## config.mk

```make
export PLATFORM = sky130hd
export DESIGN_NAME = pbfs_top
export DESIGN_NICKNAME = d
export VERILOG_FILES = /design/src/shared/pbfs_pkg.sv /design/src/shared/pbfs_bus_if.sv /design/src/logic/pbfs_apb_slave.sv /design/src/logic/pbfs_sticky.sv /design/src/logic/pbfs_top.sv
export SDC_FILE = /design/constraint.sdc
export NUM_CORES = 1
export LEC_CHECK = 0
export BUFFER_PORTS_ARGS = -buffer_cell sky130_fd_sc_hd__buf_2
export CAP_MARGIN = 20
export CELL_PAD_IN_SITES_DETAIL_PLACEMENT = 1
export CELL_PAD_IN_SITES_GLOBAL_PLACEMENT = 1
export CORE_MARGIN = 2
export CORE_UTILIZATION = 33
export DETAILED_ROUTE_END_ITERATION = 8
export GPL_TIMING_DRIVEN = 0
export PLACE_DENSITY_LB_ADDON = 0.1
export SYNTH_ARGS = -nofsm -noshare
export SYNTH_HDL_FRONTEND = slang
export SYNTH_HIERARCHICAL = 1
export SYNTH_SLANG_ARGS = --single-unit
export TNS_END_PERCENT = 20
```

## constraint.sdc

```tcl
create_clock -name pclk -period 2 [get_ports pclk]
set_clock_uncertainty 0.15 [all_clocks]
set_input_delay 0.6 -clock pclk [delete_from_list [all_inputs] [get_ports pclk]]
set_output_delay 0.6 -clock pclk [all_outputs]
set_load 0.03 [all_outputs]
```

## src/shared/pbfs_pkg.sv

```systemverilog
`default_nettype none
// ****************************************************************
// Register map, field layout and reset values
// ****************************************************************
package pbfs_pkg;
	// Bus geometry: one register per aligned 32-bit word
	localparam int ADDR_W = 12;
	localparam int DATA_W = 32;
	localparam int REG_W = 8;
	// Register indices; byte address is four times the index
	localparam logic [7:0] IDX_PAGE = 8'h00;
	localparam logic [7:0] IDX_BIAS = 8'h16;
	localparam logic [7:0] IDX_GSTAT = 8'h2c;
	localparam logic [7:0] IDX_CHSUM = 8'h2d;
	localparam logic [7:0] IDX_IRQ_STAT = 8'h40;
	localparam logic [7:0] IDX_IRQ_MASK = 8'h41;
	// Page that holds the bias and fault registers
	localparam logic [7:0] FAULT_PAGE = 8'h01;
	// Reset values
	localparam logic [7:0] PAGE_RST = 8'h00;
	localparam logic SINK_EN_RST = 1'b0;
	localparam logic [2:0] SINK_LVL_RST = 3'h0;
	localparam logic [3:0] GSTAT_RST = 4'h0;
	localparam logic [6:0] CHSUM_RST = 7'h00;
	// Bias load register fields
	localparam int SINK_EN_BIT = 7;
	localparam int SINK_LVL_MSB = 6;
	localparam int SINK_LVL_LSB = 4;
	// Sink current step, in units of 0.1 mA (4.3 mA)
	localparam logic [8:0] SINK_STEP_X10 = 9'h02b;
	// Global status fields live in bits 7..4
	localparam int GSTAT_LSB = 4;
	// Channel summary fields live in bits 7..1
	localparam int CHSUM_LSB = 1;
	// Interrupt flags sit in bits 7..3 of status and mask
	localparam int IRQ_W = 5;
	localparam int IRQ_LSB = 3;
	localparam logic [4:0] IRQ_MASK_RST = 5'h00;
endpackage : pbfs_pkg
`default_nettype wire

```

## src/shared/pbfs_bus_if.sv

```systemverilog
`timescale 1ns/1ps
`default_nettype none
// ****************************************************************
// Internal register access carrier
// ****************************************************************
interface pbfs_bus_if;
	logic wr_stb; // One-cycle write pulse
	logic [7:0] idx; // Register index
	logic [7:0] wdata; // Low write byte
	logic [7:0] rdata; // Read value for idx
	logic hit; // Index maps to a register now
	modport slave (output wr_stb, idx, wdata, input rdata, hit);
	modport regs (input wr_stb, idx, wdata, output rdata, hit);
endinterface : pbfs_bus_if
`default_nettype wire

```

## src/logic/pbfs_apb_slave.sv

```systemverilog
`timescale 1ns/1ps
`default_nettype none
// ****************************************************************
// APB slave front end, zero wait states
// ****************************************************************
module pbfs_apb_slave (
	// Clock and reset
	input wire logic pclk,
	input wire logic presetn,
	// APB
	input wire logic psel,
	input wire logic penable,
	input wire logic pwrite,
	input wire logic [pbfs_pkg::ADDR_W-1:0] paddr,
	input wire logic [pbfs_pkg::DATA_W-1:0] pwdata,
	input wire logic [3:0] pstrb,
	output logic pready,
	output logic [pbfs_pkg::DATA_W-1:0] prdata,
	output logic pslverr,
	// Register side
	pbfs_bus_if.slave bus
);
	import pbfs_pkg::*;

	logic [7:0] rdata_ff; // Read byte captured in setup
	logic err_ff; // Unmapped or misaligned access
	logic setup; // Setup phase of a transfer
	logic bad_addr; // Address outside word-aligned map

	assign setup = psel & ~penable;
	assign bad_addr = (paddr[1:0] != 2'b00) | (paddr[11:10] != 2'b00);
	assign bus.idx = paddr[9:2];
	assign bus.wdata = pwdata[7:0];
	// Write lands on the access edge only, low lane only
	assign bus.wr_stb = psel & penable & pwrite & pstrb[0] & ~err_ff;
	assign pready = 1'b1;
	assign prdata = {24'h000000, rdata_ff};
	assign pslverr = psel & penable & err_ff;

	// Capture answer during setup so the access phase sees flops
	always_ff @(posedge pclk or negedge presetn) begin
		if (!presetn) begin
			rdata_ff <= 8'h00;
			err_ff <= 1'b0;
		end else if (setup) begin
			rdata_ff <= (pwrite | bad_addr) ? 8'h00 : bus.rdata;
			err_ff <= bad_addr | ~bus.hit;
		end
	end
endmodule : pbfs_apb_slave
`default_nettype wire

```

## src/logic/pbfs_sticky.sv

```systemverilog
`timescale 1ns/1ps
`default_nettype none
// ****************************************************************
// Rising-edge catcher with write-one-to-clear flags
// ****************************************************************
module pbfs_sticky #(
	parameter int W = 5
) (
	// Clock and reset
	input wire logic clk,
	input wire logic rst_n,
	// Live levels and clear request
	input wire logic [W-1:0] live,
	input wire logic [W-1:0] clr,
	// Sticky flags
	output logic [W-1:0] flags
);
	logic [W-1:0] prev_ff; // Level seen last cycle
	logic [W-1:0] flag_ff; // Caught events
	logic [W-1:0] rise; // New event this cycle

	assign rise = live & ~prev_ff;
	assign flags = flag_ff;

	// Remember last level for edge detection
	always_ff @(posedge clk or negedge rst_n) begin
		if (!rst_n) begin
			prev_ff <= '0;
		end else begin
			prev_ff <= live;
		end
	end

	// Set beats clear so a coincident event is never lost
	always_ff @(posedge clk or negedge rst_n) begin
		if (!rst_n) begin
			flag_ff <= '0;
		end else begin
			flag_ff <= (flag_ff & ~clr) | rise;
		end
	end
endmodule : pbfs_sticky
`default_nettype wire

```

## src/logic/pbfs_top.sv

```systemverilog
`timescale 1ns/1ps
`default_nettype none
// How it works
// - Page select register sits at index 0
// - Eight-bit page, any value, resets page 0
// - Sink enable bit gates the sink current
// - Sink current is level times 4.3 mA
// - Global status read-only, low nibble reserved
// - Bit 7 shows audio interface clock error
// - Bit 6 shows PLL lock
// - Bit 5 shows boost/bias over-temperature
// - Bit 4 shows boost/bias over-current
// - Read-only channel summary on page 1
// - Bits 7..2 channel faults, bit 1 battery
module pbfs_top (
	// Clock and reset
	input wire logic pclk,
	input wire logic presetn,
	// APB
	input wire logic psel,
	input wire logic penable,
	input wire logic pwrite,
	input wire logic [pbfs_pkg::ADDR_W-1:0] paddr,
	input wire logic [pbfs_pkg::DATA_W-1:0] pwdata,
	input wire logic [3:0] pstrb,
	output logic pready,
	output logic [pbfs_pkg::DATA_W-1:0] prdata,
	output logic pslverr,
	// Live fault detectors
	input wire logic audio_serial_interface_clk_err,
	input wire logic pll_locked,
	input wire logic bias_over_temp,
	input wire logic bias_over_curr,
	input wire logic [5:0] chan_fault,
	input wire logic vbat_short_fault,
	// Page and bias load controls
	output logic [pbfs_pkg::REG_W-1:0] page_sel,
	output logic load_sink_enable,
	output logic [2:0] load_sink_level,
	output logic [8:0] load_sink_ma_x10,
	// Interrupt
	output logic irq
);
	import pbfs_pkg::*;

	// ****************************************************************
	// Declarations
	// ****************************************************************
	pbfs_bus_if bus (); // Decoded register access

	logic [7:0] page_ff; // Selected page
	logic sink_en_ff; // Load sink enable
	logic [2:0] sink_lvl_ff; // Load sink level code
	logic [8:0] sink_ma_ff; // Sink current, 0.1 mA units
	logic [8:0] nxt_sink_ma; // Next sink current
	logic [3:0] gstat_ff; // Global status bits 7..4
	logic [6:0] chsum_ff; // Channel summary bits 7..1
	logic [IRQ_W-1:0] mask_ff; // Interrupt mask
	logic [IRQ_W-1:0] irq_flags; // Sticky event flags
	logic [IRQ_W-1:0] irq_live; // Levels that raise events
	logic [IRQ_W-1:0] irq_clr; // Write-one-to-clear request
	logic on_fault_page; // Page 1 selected
	logic wr_page; // Write to page select
	logic wr_bias; // Write to bias load register
	logic wr_mask; // Write to interrupt mask
	logic wr_istat; // Write to interrupt status

	// ****************************************************************
	// Bus front end
	// ****************************************************************
	pbfs_apb_slave u_apb (
		.pclk(pclk),
		.presetn(presetn),
		.psel(psel),
		.penable(penable),
		.pwrite(pwrite),
		.paddr(paddr),
		.pwdata(pwdata),
		.pstrb(pstrb),
		.pready(pready),
		.prdata(prdata),
		.pslverr(pslverr),
		.bus(bus.slave)
	);

	// ****************************************************************
	// Write decode
	// ****************************************************************
	// Page and interrupt registers answer on every page
	assign on_fault_page = (page_ff == FAULT_PAGE);
	assign wr_page = bus.wr_stb & (bus.idx == IDX_PAGE);
	assign wr_mask = bus.wr_stb & (bus.idx == IDX_IRQ_MASK);
	assign wr_istat = bus.wr_stb & (bus.idx == IDX_IRQ_STAT);
	// Bias register only reachable while page 1 is selected
	assign wr_bias = bus.wr_stb & on_fault_page & (bus.idx == IDX_BIAS);

	// ****************************************************************
	// Page select
	// ****************************************************************
	// Whole byte is the page number, no value is refused
	always_ff @(posedge pclk or negedge presetn) begin
		if (!presetn) begin
			page_ff <= PAGE_RST;
		end else if (wr_page) begin
			page_ff <= bus.wdata;
		end
	end

	assign page_sel = page_ff;

	// ****************************************************************
	// Bias load sink configuration
	// ****************************************************************
	// Only bits 7..4 are stored; the low nibble is dropped
	always_ff @(posedge pclk or negedge presetn) begin
		if (!presetn) begin
			sink_en_ff <= SINK_EN_RST;
			sink_lvl_ff <= SINK_LVL_RST;
		end else if (wr_bias) begin
			sink_en_ff <= bus.wdata[SINK_EN_BIT];
			sink_lvl_ff <= bus.wdata[SINK_LVL_MSB:SINK_LVL_LSB];
		end
	end

	// Current is linear in the level; enable off forces zero.
	// Software is expected to turn this on for single-ended
	// AC-coupled inputs; nothing here enforces that.
	always_comb begin
		if (sink_en_ff) begin
			nxt_sink_ma = {6'h00, sink_lvl_ff} * SINK_STEP_X10;
		end else begin
			nxt_sink_ma = 9'h000;
		end
	end

	// Current setting registered so the analog side sees no glitch
	always_ff @(posedge pclk or negedge presetn) begin
		if (!presetn) begin
			sink_ma_ff <= 9'h000;
		end else begin
			sink_ma_ff <= nxt_sink_ma;
		end
	end

	assign load_sink_enable = sink_en_ff;
	assign load_sink_level = sink_lvl_ff;
	assign load_sink_ma_x10 = sink_ma_ff;

	// ****************************************************************
	// Live status capture
	// ****************************************************************
	// Status follows the detectors with one cycle of delay; it is
	// a live view, so a fault that clears also clears the bit
	always_ff @(posedge pclk or negedge presetn) begin
		if (!presetn) begin
			gstat_ff <= GSTAT_RST;
		end else begin
			gstat_ff[3] <= audio_serial_interface_clk_err;
			gstat_ff[2] <= pll_locked;
			gstat_ff[1] <= bias_over_temp;
			gstat_ff[0] <= bias_over_curr;
		end
	end

	// Channel 1 lands in bit 7, channel 6 in bit 2
	always_ff @(posedge pclk or negedge presetn) begin
		if (!presetn) begin
			chsum_ff <= CHSUM_RST;
		end else begin
			chsum_ff[6] <= chan_fault[0];
			chsum_ff[5] <= chan_fault[1];
			chsum_ff[4] <= chan_fault[2];
			chsum_ff[3] <= chan_fault[3];
			chsum_ff[2] <= chan_fault[4];
			chsum_ff[1] <= chan_fault[5];
			chsum_ff[0] <= vbat_short_fault;
		end
	end

	// ****************************************************************
	// Interrupts
	// ****************************************************************
	// A fresh global condition, or the OR of the channel summary going high, raises a flag;
	// pll lock rising is reported too, as a lock event
	assign irq_live = {gstat_ff, |chsum_ff};
	assign irq_clr = wr_istat ? bus.wdata[7:IRQ_LSB] : '0;

	pbfs_sticky #(
		.W(IRQ_W)
	) u_sticky (
		.clk(pclk),
		.rst_n(presetn),
		.live(irq_live),
		.clr(irq_clr),
		.flags(irq_flags)
	);

	// Mask keeps the same layout as the flags
	always_ff @(posedge pclk or negedge presetn) begin
		if (!presetn) begin
			mask_ff <= IRQ_MASK_RST;
		end else if (wr_mask) begin
			mask_ff <= bus.wdata[7:IRQ_LSB];
		end
	end

	// Level output, drops as soon as the flag is cleared
	assign irq = |(irq_flags & mask_ff);

	// ****************************************************************
	// Read decode
	// ****************************************************************
	// Page 1 registers vanish on other pages and answer as
	// unmapped; reserved bits are constant zero
	always_comb begin
		bus.rdata = 8'h00;
		bus.hit = 1'b1;
		case (bus.idx)
			IDX_PAGE: begin
				bus.rdata = page_ff;
			end
			IDX_IRQ_STAT: begin
				bus.rdata = {irq_flags, 3'b000};
			end
			IDX_IRQ_MASK: begin
				bus.rdata = {mask_ff, 3'b000};
			end
			IDX_BIAS: begin
				bus.hit = on_fault_page;
				if (on_fault_page) begin
					bus.rdata = {sink_en_ff, sink_lvl_ff, 4'h0};
				end
			end
			IDX_GSTAT: begin
				bus.hit = on_fault_page;
				if (on_fault_page) begin
					bus.rdata = {gstat_ff, 4'h0};
				end
			end
			IDX_CHSUM: begin
				bus.hit = on_fault_page;
				if (on_fault_page) begin
					bus.rdata = {chsum_ff, 1'b0};
				end
			end
			default: begin
				bus.hit = 1'b0;
			end
		endcase
	end
endmodule : pbfs_top
`default_nettype wire

```

Yosys cells after proc, flatten, opt, wreduce, memory -nomap -nowiden
Cells that the tools add are included.
{"block": "classes", "eq_ne": 6, "n_reduce_logical": 7, "muxes": 8, "n_mul": 1, "bitwise_logic": 23}
{"op": "8-bit case mux with 6 select lines", "n": 1}
{"op": "8-bit 2-to-1 mux", "n": 4}
{"op": "8-bit by 6-bit equality test with 1-bit output (second input constant)", "n": 2}
{"op": "8-bit by 7-bit equality test with 1-bit output (second input constant)", "n": 2}
{"op": "5-bit bitwise AND", "n": 3}
{"op": "1-bit bitwise AND", "n": 11}
{"op": "5-bit NOT", "n": 2}
{"op": "3-bit by 6-bit multiplier with 9-bit output (second input constant)", "n": 1}
{"op": "9-bit 2-to-1 mux", "n": 1}
{"op": "8-bit by 1-bit equality test with 1-bit output (second input constant)", "n": 1}
{"op": "8-bit by 5-bit equality test with 1-bit output (second input constant)", "n": 1}
{"op": "8-bit logical NOT", "n": 1}
{"op": "7-bit OR reduction", "n": 1}
{"op": "3-bit OR reduction", "n": 2}
{"op": "5-bit 2-to-1 mux", "n": 1}
{"op": "5-bit OR", "n": 1}
{"op": "5-bit OR reduction", "n": 1}
{"op": "2-bit nonzero test", "n": 2}
{"op": "1-bit NOT", "n": 3}
{"op": "1-bit OR", "n": 3}
{"op": "1-bit case mux with 2 select lines", "n": 1}
{"block": "totals", "register_bits": 56, "output_inout_bits": 56, "in_bits": 64, "elab_cells": 56}

Longest topological paths before layout
{"block": "depth", "word_depth": 9, "ltp_mapped": 7, "depth_no_buf": 6}

Hierarchy
Netlist, hierarchy kept.
{"mod": "pbfs_top", "cells_per_inst": 148, "n_inst": 1, "area_per_inst_um2": 1826.8, "seq_area_each_um2": 925.9}
{"mod": "pbfs_apb_slave", "cells_per_inst": 80, "n_inst": 1, "area_per_inst_um2": 784.5, "seq_area_each_um2": 225.2}
{"mod": "pbfs_sticky", "cells_per_inst": 25, "n_inst": 1, "area_per_inst_um2": 350.3, "seq_area_each_um2": 250.2}

Worst setup path before layout
OpenSTA, ideal clock, no wires.
{"block": "synth_timing", "kind": "input port to flip-flop", "from": "in paddr[6] (netlist bit)", "to": "reg u_apb.rdata_ff[1]", "cell_stages": 7, "path_buffers": 1, "path_slack_ns": -0.439, "arrival_ns": 2.223, "setup_time_ns": 0.067, "required_time_ns": 1.783, "cell_sequence": "buf_4 or4b_1 nor3_2 and4_1 a32o_1 and4bb_2 a22o_1"}
{"block": "synth_between", "elab_chain_cells": 3, "elab_cells_between_ends": 8, "cone_classes": "eq/ne: 5; mux: 2; reduce/logical: 1"}
{"element": "start: declaration", "line": "pbfs_top.sv:23", "rtl": "input wire logic [pbfs_pkg::ADDR_W-1:0] paddr,"}
{"element": "8-bit by 6-bit equality test with 1-bit output (tied with other cells)", "line": "pbfs_top.sv:218", "rtl": "case (bus.idx)"}
{"element": "8-bit case mux with 6 select lines (*)", "line": "pbfs_top.sv:218"}
{"element": "via bus.rdata[1]", "line": "pbfs_bus_if.sv:10", "rtl": "logic [7:0] rdata;"}
{"element": "8-bit 2-to-1 mux (*)", "line": "pbfs_apb_slave.sv:46", "rtl": "rdata_ff <= (pwrite | bad_addr) ? 8'h00 : bus.rdata;"}
{"element": "end signal: assignment", "line": "pbfs_apb_slave.sv:46"}
{"element": "end: declaration", "line": "pbfs_apb_slave.sv:25", "rtl": "logic [7:0] rdata_ff;"}
The timed path passes the listed nets; every way through them passes the cells marked *.
A chain may end at the register's enable or synchronous reset.

Worst setup path in the final report
{"block": "layout_timing", "from": "in paddr[9] (netlist bit)", "to": "reg u_apb.rdata_ff[1]"}
Same word-level chain as after synthesis.

==> impl_metrics.ini <==
[floorplan]
ios = 120
die_w_um = 98.7
die_h_um = 98.7
rows = 34
die-area_um2 = 9750
core-area_um2 = 8720
start_util_pct = 34.0

[global_routing]
grt_pass1_wl_um = 11400
overflow = 0
grt_max_degree = 30
antenna_found_initial = 0
grt_pass1_vias = 2174
grt_usage_pct = 14.9

[critical_path]
required_ps = 2100
r2r_slack_ps = -110
endpoint_kind = flip-flop
crit_fanout = 6
path_class = primary input to flip-flop
path_cells = buf_8 > or4b_4 > nor3_4 > and4_4 > a32o_1 > and4bb_2 > a22o_1
r2r_cells = 5
reg2reg_to = u_apb/rdata_ff[7]
max_stage_delay_ps = 530
r2r-start = page_sel[6]
worst_ep_arrival_time_ps = 2320
slowest_stage = or4b_4
worst_setup_path_start_kind = primary input

[finish]
fin_area_um2 = 3740
area_delta_synth_final_pct = 26.3
multi_input_area_um2 = 1330
nFillCells = 1000
fin_cells = 452
antenna_cells = 0
layout-drive-gt1-share_pct = 48.5
nets = 413
seqCellArea_um2 = 1410

[synthesis]
ys_seq_area_share_pct = 47.3
avgSynthCellArea_um2 = 11.7
synth-seq-cells = 56
synth-simple-area-share_pct = 14.7
synth-xor-area-share_pct = 1.18
yosysWarnings = 6
ys_dominant_reg_cell = dfrtp_1
syn-cell-area_um2 = 2960
synth-async-reset-ratio_pct = 100
synth-edff-count = 0
synth_top_family_by_area = simple AND/OR/NAND/NOR gates
synth_fa_ha_area_share_pct = 2.53
synth_compound_area_share_pct = 11.2
ys_types = 50
synthMuxAreaShare_pct = 9.89
syn_inst = 253

[power]
p_per_area_nw_per_um2 = 580
ir_worst_vdd_v = 0.000357
static-leakage-power_nw = 1.95

[routing]
ant_nets = 0
routed_wl_um = 7150
top_layer = met4
vias = 2160
vias_per_cell = 4.78
drtIter0Drc = 56
first_pass_iters = 4
wl_met2_um = 3510
wl_per_cell_um = 15.8
m1WireLength_um = 3210
drc_errors = 0
route.met3.wl_um = 331

[placed_design]
io_buffers = 51
pre_cts_slack_ps = -638
dp_hpwl_um = 5390
gp_congestion = 0.799
numPlacedInstances = 436
dpl_cell_area_um2 = 3480

[timing]
relSlewSlack_pct = 49.3
rsz0062_at_grt = yes
setup_viol_count_final = 23
max_freq_mhz = 451
timing.final.max_slew_violations = 0
min_period_ps = 2220
tightest_slew_ps = 758
post-route-period-util_pct = 111
worst_slack_ps = -220
hold_viol_final = 0

[cts]
cts_buffer_depth = 2
hold_buffers = 0
clock_latency_ps = 310
clkTransAtPathRegs_ps = 100
tritoncts = yes
clock_tree.root_cell = clkbuf_8
h-tree-depth = 2
cts.sinks = 56
cts_buffers = 5

[run_status]
status = finished, violations left
violations = setup timing

[run]
drv_cap = 0

[hold_path]
hold_class = primary input to asynchronous set/reset pin
[synthesized netlist by cell type, types with 2 or more instances]
| cell | number | area (um^2) |
|---|---|---|
| a21oi_1 | 3 | 15.0 |
| a22o_1 | 8 | 70.1 |
| a22oi_1 | 11 | 82.6 |
| a32o_1 | 2 | 20.0 |
| and2_1 | 11 | 68.8 |
| and3_1 | 2 | 12.5 |
| and4bb_2 | 7 | 87.6 |
| buf_4 | 41 | 308 |
| clkbuf_1 | 6 | 22.5 |
| conb_1 | 2 | 7.51 |
| dfrtp_1 | 56 | 1400 |
| ha_1 | 6 | 75.1 |
| inv_1 | 12 | 45.0 |
| mux2_1 | 4 | 45.0 |
| mux2_2 | 22 | 248 |
| nand2_1 | 9 | 33.8 |
| nor2_1 | 4 | 15.0 |
| nor3_1 | 3 | 15.0 |
| nor4_1 | 2 | 12.5 |
| o22ai_1 | 5 | 31.3 |
| o22ai_2 | 5 | 62.6 |
| or3_1 | 2 | 12.5 |
| xnor2_1 | 3 | 26.3 |
[per-stage QoR]
step	hold WS, ps	TNS, ps	util (%)	power (mW)
after floorplan	154	-6170	-	1.36
after global placement	242	-17280	39.7	1.43
after detailed placement	245	-18050	39.9	1.43
after CTS	193	-3350	42.3	2.20
after global routing	220	-5980	42.9	2.25
final	177	-3560	42.9	2.17
[power breakdown]
| group | switching (mW) | internal, mW |
|---|---|---|
| combinational | 0.158 | 0.112 |
| clock | 0.371 | 0.373 |
| sequential | 0.00933 | 1.15 |
[how the worst max path moves through the flow]
stage / startpoint / to / cells past startpoint
after floorplan: paddr[9] / u_apb/rdata_ff[1] / 7
after global placement: psel / mask_ff[1] / 6
after detailed placement: psel / mask_ff[4] / 6
after CTS: paddr[8] / u_apb/rdata_ff[1] / 7
after global routing: paddr[9] / u_apb/rdata_ff[3] / 7
final: paddr[9] / u_apb/rdata_ff[1] / 7
[flip-flops by register name, summed over array words and instances, names as in the netlist]
register	count
load_sink_ma_x10	9
page_sel	8
u_apb/rdata_ff	8
chsum_ff	7
mask_ff	5
u_sticky/flags	5
u_sticky/prev_ff	5
gstat_ff	4
load_sink_level	3
load_sink_enable	1
u_apb/err_ff	1
[cells in the final DEF (no fill, tap or decap), drive strengths merged, types with 3 or more instances in the layout]
| cell | instances |
|---|---|
| a21oi | 3 |
| a22o | 8 |
| a22oi | 11 |
| and2 | 11 |
| and4bb | 7 |
| buf | 105 |
| clkbuf | 10 |
| conb | 25 |
| dfrtp | 56 |
| ha | 6 |
| inv | 12 |
| mux2 | 26 |
| nand2 | 9 |
| nor2 | 5 |
| nor3 | 5 |
| nor4 | 3 |
| o22ai | 10 |
| xnor2 | 3 |
[worst max-delay path, delay by kind of cell]
family | cells | cell delay, ps
compound gates | 2 | 260
buf+inv | 1 | 90
simple gates | 4 | 1370
[cell type report]
type | instances | area share (%)
Timing Repair Buffer | 60 | 9.43
Sequential cell | 56 | 37.6
Multi-Input combinational cell | 159 | 35.6
Clock inverter | 2 | 0.936
Inverter | 12 | 1.20
Buffer | 49 | 9.70
Clock buffer | 6 | 1.94
Tap cell | 108 | 3.61
[metal layers]
metal / GRT usage [%] / vias up
li1: - / 1020
met1: 19.7 / 1068
met2: 25.2 / 63
met3: 2.91 / 9
met4: 3.69 / 0
met5: 0 / -
[cells by family after synthesis]
logic type	count (synthesis)
compound gates	40
xor+xnor	4
fa+ha+maj	6
buf+inv	61
flops	56
mux	26
other cells	2
simple gates	58
[what timing repair did]
| action | in CTS | in global routing |
|---|---|---|
| gates resized for setup | 15 | 10 |
| setup endpoints to repair | 35 | 37 |
| cloned | 0 | 0 |
| pin swaps | 9 | 13 |
| setup buffers | 6 | 2 |
(Power assumes the default switching activity.)
